### src/core/iesev_pkg.sv
package iesev_pkg;

  // ****************************************************************
  // Register map.
  // ****************************************************************

  // Address width of the register port.
  localparam int ADDR_W = 12;
  // Data width of the register port.
  localparam int DATA_W = 32;
  // Number of error bit positions, reserved bit 3 included.
  localparam int NUM_ERR = 19;

  // Severity select register offset.
  localparam logic [11:0] SEV_OFFSET = 12'h48c;
  // Injection test register offset.
  localparam logic [11:0] TEST_OFFSET = 12'h490;
  // Internal error status offset, write one to clear.
  localparam logic [11:0] STATUS_OFFSET = 12'h494;
  // Internal error mask offset.
  localparam logic [11:0] MASK_OFFSET = 12'h498;
  // Interrupt status offset, read only.
  localparam logic [11:0] IRQ_STAT_OFFSET = 12'h4a0;
  // Interrupt clear offset, write only.
  localparam logic [11:0] IRQ_CLR_OFFSET = 12'h4a4;
  // Interrupt enable offset.
  localparam logic [11:0] IRQ_EN_OFFSET = 12'h4a8;

  // ****************************************************************
  // Field layout and reset values.
  // ****************************************************************

  // Reserved bit inside the defined range.
  localparam int RSVD_BIT = 3;
  // Mask of defined error bits.
  localparam logic [18:0] DEF_MASK = 19'h7fff7;
  // Severity reset: bits 0, 4, 8, 10, 12, 14, 15, 18 uncorrectable.
  localparam logic [18:0] SEV_RESET = 19'h4d511;
  // Test register reads zero.
  localparam logic [31:0] TEST_READ = 32'h0;
  // Status and mask reset values.
  localparam logic [18:0] STATUS_RESET = 19'h0;
  localparam logic [18:0] MASK_RESET = 19'h0;
  // Interrupt bit positions.
  localparam int IRQ_UNCOR_BIT = 0;
  localparam int IRQ_COR_BIT = 1;

  // Register port request.
  typedef struct packed {
    logic [11:0] addr;
    logic [31:0] wdata;
    logic wr;
    logic rd;
  } iesev_req_t;

  // Report lines.
  typedef struct packed {
    logic uncor;
    logic cor;
  } iesev_rpt_t;

endpackage

### src/core/iesev_sticky.sv
`timescale 1ns/1ps

// ******************************************************************
// Sticky bit vector with set priority over clear.
// ******************************************************************
module iesev_sticky #(
  parameter int WIDTH = 19,
  parameter logic [WIDTH-1:0] RESET_VAL = '0
) (
  input wire logic sys_clk_i,
  input wire logic reset_n_i,
  input wire logic [WIDTH-1:0] set_i,
  input wire logic [WIDTH-1:0] clr_i,
  output logic [WIDTH-1:0] bits_o
);

  // One flop per bit; a set in the clear cycle wins.
  genvar g;
  generate
    for (g = 0; g < WIDTH; g++) begin : g_bit
      always_ff @(posedge sys_clk_i) begin
        if (!reset_n_i) begin
          bits_o[g] <= RESET_VAL[g];
        end else if (set_i[g]) begin
          bits_o[g] <= 1'h1;
        end else if (clr_i[g]) begin
          bits_o[g] <= 1'h0;
        end
      end
    end
  endgenerate

endmodule

### src/core/iesev_report.sv
`timescale 1ns/1ps

// ******************************************************************
// Severity steering of unmasked status into two reports.
// ******************************************************************
module iesev_report #(
  parameter int WIDTH = 19
) (
  input wire logic [WIDTH-1:0] status_i,
  input wire logic [WIDTH-1:0] mask_i,
  input wire logic [WIDTH-1:0] sev_i,
  output iesev_pkg::iesev_rpt_t rpt_o
);

  // Unmasked set status bits.
  logic [WIDTH-1:0] live;

  // Severity one goes uncorrectable, zero goes correctable.
  always_comb begin
    live = status_i & ~mask_i;
    rpt_o.uncor = |(live & sev_i);
    rpt_o.cor = |(live & ~sev_i);
  end

endmodule

### src/core/iesev_top.sv
// Implementation choice: the strobed register port.
`timescale 1ns/1ps

module iesev_top #(
  parameter int NUM_ERR = 19
) (
  input wire logic sys_clk_i,
  input wire logic reset_n_i,
  input wire logic [11:0] addr_i,
  input wire logic [31:0] wdata_i,
  input wire logic wr_i,
  input wire logic rd_i,
  input wire logic [18:0] err_detect_i,
  output logic [31:0] rdata_o,
  output logic uncor_err_o,
  output logic cor_err_o,
  output logic irq_o
);

  // ****************************************************************
  // Register decode.
  // ****************************************************************

  // Bundled request.
  iesev_pkg::iesev_req_t req;
  assign req = '{addr: addr_i, wdata: wdata_i, wr: wr_i, rd: rd_i};

  // Returns true on a write to the given offset.
  function automatic logic wr_hit(input iesev_pkg::iesev_req_t r,
                                  input logic [11:0] off);
    wr_hit = r.wr && (r.addr == off);
  endfunction

  // Write data limited to defined bits.
  // Bits 31:19 and the reserved bit 3 never reach any register.
  logic [18:0] wbits;
  assign wbits = req.wdata[18:0] & iesev_pkg::DEF_MASK;

  // ****************************************************************
  // Severity and mask registers.
  // ****************************************************************

  // Severity select, software writable.
  logic [18:0] sev;
  // Status mask, software writable.
  logic [18:0] mask;

  // Severity reset picks uncorrectable for the double-bit class.
  always_ff @(posedge sys_clk_i) begin
    if (!reset_n_i) begin
      sev <= iesev_pkg::SEV_RESET;
    end else if (wr_hit(req, iesev_pkg::SEV_OFFSET)) begin
      sev <= wbits;
    end
  end

  // Mask register update.
  always_ff @(posedge sys_clk_i) begin
    if (!reset_n_i) begin
      mask <= iesev_pkg::MASK_RESET;
    end else if (wr_hit(req, iesev_pkg::MASK_OFFSET)) begin
      mask <= wbits;
    end
  end

  // ****************************************************************
  // Internal error status.
  // ****************************************************************

  // Status vector.
  logic [18:0] status;
  // Set sources: detection or test injection.
  logic [18:0] st_set;
  // Clear from write one to status.
  logic [18:0] st_clr;

  // Injected bits join detected ones on the same set path.
  // A test write and a detection in one cycle simply merge, so neither
  // can be lost, and the defined-bit mask drops the reserved bit.
  always_comb begin
    st_set = err_detect_i & iesev_pkg::DEF_MASK;
    if (wr_hit(req, iesev_pkg::TEST_OFFSET)) begin
      st_set = st_set | wbits;
    end
    st_clr = wr_hit(req, iesev_pkg::STATUS_OFFSET) ? wbits : 19'h0;
  end

  // Status flops, set over clear.
  iesev_sticky #(
    .WIDTH(NUM_ERR),
    .RESET_VAL(iesev_pkg::STATUS_RESET)
  ) u_status (
    .sys_clk_i(sys_clk_i),
    .reset_n_i(reset_n_i),
    .set_i(st_set),
    .clr_i(st_clr),
    .bits_o(status)
  );

  // ****************************************************************
  // Reporting.
  // ****************************************************************

  // Combined reports.
  iesev_pkg::iesev_rpt_t rpt;

  // Severity routing of unmasked status.
  iesev_report #(
    .WIDTH(NUM_ERR)
  ) u_report (
    .status_i(status),
    .mask_i(mask),
    .sev_i(sev),
    .rpt_o(rpt)
  );

  // Registered report outputs.
  always_ff @(posedge sys_clk_i) begin
    if (!reset_n_i) begin
      uncor_err_o <= 1'h0;
      cor_err_o <= 1'h0;
    end else begin
      uncor_err_o <= rpt.uncor;
      cor_err_o <= rpt.cor;
    end
  end

  // ****************************************************************
  // Interrupt block.
  // ****************************************************************

  // Sticky interrupt status and enable.
  logic [1:0] irq_stat;
  logic [1:0] irq_en;
  // Rising edges of the reports.
  logic [1:0] irq_set;
  logic [1:0] irq_clr;

  // Events are report assertions.
  // A level report would set the flag again right after a clear, so
  // only the rising edge of each report counts as a new event.
  always_comb begin
    irq_set[iesev_pkg::IRQ_UNCOR_BIT] = rpt.uncor & ~uncor_err_o;
    irq_set[iesev_pkg::IRQ_COR_BIT] = rpt.cor & ~cor_err_o;
    irq_clr = wr_hit(req, iesev_pkg::IRQ_CLR_OFFSET) ?
              req.wdata[1:0] : 2'h0;
  end

  // Interrupt status flops.
  iesev_sticky #(
    .WIDTH(2),
    .RESET_VAL(2'h0)
  ) u_irq (
    .sys_clk_i(sys_clk_i),
    .reset_n_i(reset_n_i),
    .set_i(irq_set),
    .clr_i(irq_clr),
    .bits_o(irq_stat)
  );

  // Interrupt enable register.
  always_ff @(posedge sys_clk_i) begin
    if (!reset_n_i) begin
      irq_en <= 2'h0;
    end else if (wr_hit(req, iesev_pkg::IRQ_EN_OFFSET)) begin
      irq_en <= req.wdata[1:0];
    end
  end

  // Level interrupt.
  assign irq_o = |(irq_stat & irq_en);

  // ****************************************************************
  // Read data.
  // ****************************************************************

  // Read mux, registered one cycle after the strobe.
  // Unmapped and write-only offsets read as zero, and the test register
  // never shows what was last written to it.
  always_ff @(posedge sys_clk_i) begin
    if (!reset_n_i) begin
      rdata_o <= 32'h0;
    end else if (req.rd) begin
      unique case (req.addr)
        iesev_pkg::SEV_OFFSET: rdata_o <= {13'h0, sev};
        iesev_pkg::TEST_OFFSET: rdata_o <= iesev_pkg::TEST_READ;
        iesev_pkg::STATUS_OFFSET: rdata_o <= {13'h0, status};
        iesev_pkg::MASK_OFFSET: rdata_o <= {13'h0, mask};
        iesev_pkg::IRQ_STAT_OFFSET: rdata_o <= {30'h0, irq_stat};
        iesev_pkg::IRQ_EN_OFFSET: rdata_o <= {30'h0, irq_en};
        default: rdata_o <= 32'h0;
      endcase
    end else begin
      rdata_o <= 32'h0;
    end
  end

  // ****************************************************************
  // Checks.
  // ****************************************************************

  // Test write sets the status bit next cycle.
  a_test_sets_status: assert property (
    @(posedge sys_clk_i) disable iff (!reset_n_i)
    wr_hit(req, iesev_pkg::TEST_OFFSET) |=>
      ((status & $past(wbits)) == $past(wbits)))
    else $error("Test write did not set status.");

  // Test register read returns zero.
  a_test_reads_zero: assert property (
    @(posedge sys_clk_i) disable iff (!reset_n_i)
    (rd_i && addr_i == iesev_pkg::TEST_OFFSET) |=> (rdata_o == 32'h0))
    else $error("Test register read not zero.");

  // Uncorrectable report follows severity-one unmasked status.
  a_uncor_report: assert property (
    @(posedge sys_clk_i) disable iff (!reset_n_i)
    ##1 uncor_err_o == $past(|(status & ~mask & sev)))
    else $error("Uncorrectable report mismatch.");

  // Correctable report follows severity-zero unmasked status.
  a_cor_report: assert property (
    @(posedge sys_clk_i) disable iff (!reset_n_i)
    ##1 cor_err_o == $past(|(status & ~mask & ~sev)))
    else $error("Correctable report mismatch.");

  // Severity reset value after reset release.
  a_sev_reset: assert property (
    @(posedge sys_clk_i)
    !reset_n_i |=> (sev[18] && sev[15] && sev[14] && sev[12]))
    else $error("Severity one bits wrong after reset.");

  // Correctable defaults of bits 13, 16 and 17, and uncorrectable bit 0, after reset.
  a_sev_reset_low: assert property (
    @(posedge sys_clk_i)
    !reset_n_i |=> (!sev[13] && !sev[16] && !sev[17] && sev[0]))
    else $error("Severity zero bits wrong after reset.");

  // Reserved bit 3 never sets from a test write.
  a_rsvd_clear: assert property (
    @(posedge sys_clk_i) disable iff (!reset_n_i)
    ##1 !status[iesev_pkg::RSVD_BIT])
    else $error("Reserved status bit set.");

  // Injected unmasked bit yields a report two cycles later.
  a_inject_report: assert property (
    @(posedge sys_clk_i) disable iff (!reset_n_i)
    (wr_hit(req, iesev_pkg::TEST_OFFSET) && |(wbits & ~mask) &&
     !wr_hit(req, iesev_pkg::MASK_OFFSET)) |->
      ##2 (uncor_err_o || cor_err_o))
    else $error("Injected error not reported.");

  // Writing zeros to the test register leaves the status alone.
  a_zero_keeps_status: assert property (
    @(posedge sys_clk_i) disable iff (!reset_n_i)
    (wr_hit(req, iesev_pkg::TEST_OFFSET) && (wbits == 19'h0) &&
     (err_detect_i == 19'h0)) |=> (status == $past(status)))
    else $error("Zero test write changed status.");

  // The reserved severity bit never holds a one.
  a_sev_rsvd_low: assert property (
    @(posedge sys_clk_i) disable iff (!reset_n_i)
    ##1 !sev[iesev_pkg::RSVD_BIT])
    else $error("Reserved severity bit set.");

  // Severity reads keep the upper reserved field at zero.
  a_sev_read_upper: assert property (
    @(posedge sys_clk_i) disable iff (!reset_n_i)
    (rd_i && addr_i == iesev_pkg::SEV_OFFSET) |=> (rdata_o[31:19] == 13'h0))
    else $error("Severity reserved field not zero.");

  // Read data drops to zero after a cycle with no read.
  a_rdata_idle: assert property (
    @(posedge sys_clk_i) disable iff (!reset_n_i)
    !rd_i |=> (rdata_o == 32'h0))
    else $error("Read data not zero after idle cycle.");

  // ****************************************************************
  // Covers.
  // ****************************************************************

  // Scenario covers.
  c_inject: cover property (@(posedge sys_clk_i)
    wr_hit(req, iesev_pkg::TEST_OFFSET));
  c_uncor: cover property (@(posedge sys_clk_i) uncor_err_o);
  c_cor: cover property (@(posedge sys_clk_i) cor_err_o);
  c_irq: cover property (@(posedge sys_clk_i) irq_o);
  c_masked: cover property (@(posedge sys_clk_i) |(status & mask));

endmodule

### config.mk
export PLATFORM = sky130hd
export DESIGN_NAME = iesev_top
export DESIGN_NICKNAME = d
export VERILOG_FILES = /design/src/core/iesev_pkg.sv /design/src/core/iesev_sticky.sv /design/src/core/iesev_report.sv /design/src/core/iesev_top.sv
export SDC_FILE = /design/constraint.sdc
export NUM_CORES = 1
export LEC_CHECK = 0
export BUFFER_PORTS_ARGS = -buffer_cell sky130_fd_sc_hd__clkbuf_2
export CORE_MARGIN = 10
export CORE_UTILIZATION = 40
export DETAILED_ROUTE_END_ITERATION = 16
export PLACE_DENSITY = 0.6
export REMOVE_ABC_BUFFERS = 1
export SLEW_MARGIN = 20
export SYNTH_ARGS = -nofsm -noshare
export SYNTH_HDL_FRONTEND = slang
export SYNTH_SLANG_ARGS = --single-unit
### constraint.sdc
create_clock -name sys_clk_i -period 5.5 [get_ports sys_clk_i]
set_input_delay 0 -clock sys_clk_i [delete_from_list [all_inputs] [get_ports sys_clk_i]]
set_output_delay 0 -clock sys_clk_i [all_outputs]
set_load 0.1 [all_outputs]
==> reports/metrics.csv <==
stage;metric;value;unit
run_status;outcome;complete, no violations;
power_and_ir_drop;p_per_area;249;nW/um2
power_and_ir_drop;clockPowerShare;0.380;
clocking;cts_tree;yes;
die;die-area;14700;um2
setup_path;crit_family;simple AND/OR/NAND/NOR gates;
timing;fmaxAchievable;371;MHz
die;fp.coreArea;9860;um2
synthesis;synth_area;4100;um2
synthesis;synth_area_leaders;dfxtp_1 (38%), nand3_1 (8.9%), o31a_1 (6.8%), nand3b_1 (6.2%), o21ai_0 (4.6%);
die;num_io_pins;102;
timing;worstMarginPinSlew;1050;ps
timing;setup_ws;2810;ps
place;dp.cells;644;
global_routing;grt_max_degree;52;
global_routing;grt_use_total;0.183;
layout;area_growth;21.2;%
route;drtAntennaViolNets;0;
synthesis;ys_types;49;
synthesis;ys_seq_area_frac;0.381;
synthesis;yosysMostFrequentCell;dfxtp_1;
synthesis;ys.flop_type;dfxtp_1;
layout;final_core_util;0.503;
timing;slew_violations;0;
power_and_ir_drop;power.share.sequential;0.476;
timing;fin_tns_setup;0;ps
die;fp.dieH;121;um
setup_path;arrival;2890;ps
power_and_ir_drop;power.share.switching;0.273;
hold_path;hp-class;in -> reg;
synthesis;syn_inst;484;
route;vias;4207;
synthesis;async_flop_share;0;
place;gp_congestion;0.859;
setup_path;crit_buf_inv;2;
global_routing;overflow;0;
power_and_ir_drop;ir_worst_vdd;0.149;mV
layout;drive_gt1_frac;0.178;
clocking;cts.repair.resized;0;
setup_path;path_cells;clkbuf_2 > nor2b_1 > and2_0 > buf_4 > a22oi_1 > a2111oi_0;
synthesis;synth_top_area_frac;0.381;
timing;finalHoldViolCount;0;
route;drc;0;
setup_path;criticalPathCategory;in -> reg;
clocking;cts_made_buffers;9;
place;dpl.hpwl;8400;um
global_routing;grt_pass1_wl;21600;um
setup_path;cpPeakStageDelay;910;ps
layout;final_area;4960;um2
setup_path;worstSetupEndpointType;register;
timing;final-setup-viol-count;0;
layout;insertedDiodeCount;0;
clocking;clk_latency;350;ps
route;wl_per_cell;19.7;um
route;dr.pass1.iters;5;
clocking;root_buffer;clkbuf_8;
clocking;cts-hold-fix-buffers;36;
power_and_ir_drop;p_leak;0.00163;uW
synthesis;synth_common_cells;dfxtp_1 (78), nand3_1 (73), o21ai_0 (38), nand3b_1 (34), a21oi_1 (33);
clocking;h-tree-depth;3;
global_routing;antenna_found_initial;0;
clocking;cts_buffer_depth;2;
place;dpl_cell_area;4390;um2
power_and_ir_drop;switching_power;337;uW
power_and_ir_drop;pwr-share-comb;0.144;
setup_path;cpMaxStageDelayCell;and2_0;
timing;grt_setup_unrepaired;no;
route;viasPerCell;6.06;
synthesis;synth_area_leader_cell;dfxtp_1;
place;dpl_worst_slack;2430;ps
die;die_w;121;um
place;port_buffers;72;
clocking;cts_sinks;78;
clocking;clk_pin_slew;80;ps
global_routing;grt_pass1_vias;4108;
setup_path;worst_setup_path_start_kind;primary input;
timing;fin_crit_sh;0.490;
synthesis;ys_seq_elements;78;
die;rows;36;
route;wirelength;13700;um
layout;final_nets;625;
timing;fin_skew;9.92;ps
power_and_ir_drop;p_int;899;uW
timing;maxSlewHeadroom;0.293;
synthesis;syn_area_per_cell;8.46;um2
setup_path;cp.required;5700;ps
timing;period_minus_slack;2690;ps
job;drv_cap;0;
synthesis;synth_edf_count;0;
clocking;post_cts_buffers;0;
synthesis;yosysWarnings;0;
die;initial_core_util;0.415;
layout;fin_cells;694;
setup_path;cp_max_fo;27;
route;first_iter_violations;368;
[power groups by stage]
stage	registers, uW	logic [uW]	clock network [uW]
2_1_floorplan	603	93.7	0
3_3_place_gp	600	155	0
3_5_place_dp	601	156	0
4_1_cts	587	177	479
5_1_grt	589	190	509
6_report	588	178	470
[path summary, 6_finish.rpt]
check / from / to / slack [ps] / cells past startpoint
setup reg to reg: u_status.bits_o[14] / u_irq.bits_o[1] / 4040 / 4
hold reg to reg: mask[1] / mask[1] / 510 / 2
setup / recovery: addr_i[2] / rdata_o[11] / 2810 / 6
hold / removal: addr_i[0] / irq_en[1] / 120 / 4
[placed cells by master, fill, tap and decap left out, types with 3 or more instances in the layout]
cell / Yosys / final
dfxtp_1: 78 / 78
nand3_1: 73 / 73
clkbuf_2: 0 / 72
o21ai_0: 38 / 38
dlygate4sd3_1: 0 / 36
nand3b_1: 34 / 34
a21oi_1: 33 / 33
o31a_1: 32 / 32
nor4_1: 22 / 22
nor3b_1: 16 / 16
a22oi_1: 15 / 15
a2111oi_0: 15 / 15
conb_1: 1 / 14
clkbuf_8: 0 / 10
nand4_1: 6 / 6
nand2_1: 5 / 5
buf_4: 14 / 5
a311oi_1: 4 / 4
nand2b_1: 3 / 3
nor2_1: 3 / 3
inv_1: 3 / 3
[sequential cells by signal (all words and copies together), names as in the netlist]
signal           count
rdata_o             18
uncor_err_o          1
irq_en               2
sev                 18
mask                18
cor_err_o            1
u_irq.bits_o         2
u_status.bits_o     18
[cell type report]
class                           instances  area [um2]
Clock inverter                          4        72.6
Clock buffer                           10         138
Timing Repair Buffer                  113         758
Tap cell                              133         166
Fill cell                             965        4900
Multi-Input combinational cell        352        2250
Inverter                                4        15.0
Sequential cell                        78        1560
[logic make-up after synthesis]
group / share of synthesized area
and+or+nand+nor: 0.280
AOI/OAI and AO/OA: 0.247
DFF: 0.381
buffers and inverters: 0.0837
muxes: 0.00489
xor gates and xnor gates: 0.00214
other: 0.000916
[tightest hold or removal path, stage by stage]
cell and delay [ps]:
clkbuf_2 140, nor4b_1 120, nand4_1 110, a21oi_1 60
[through the flow]
stage                     power [uW]  hold slack [ps]
after CTS                       1240             88.8
final                           1240              117
after global routing            1290              134
after global placement           755              215
after floorplan                  697             71.8
after detailed placement         757              222
[layer usage]
layer | vias up | part of all wire | routed length, um | track usage
met4 | 0 | 0.013 | 181 | 0.0484
met2 | 202 | 0.47 | 6390 | 0.301
met3 | 15 | 0.083 | 1130 | 0.0493
met1 | 2004 | 0.44 | 6000 | 0.231
li1 | 1986 | - | - | -
met5 | - | 0 | 0 | 0
(Power assumes the default switching activity.)
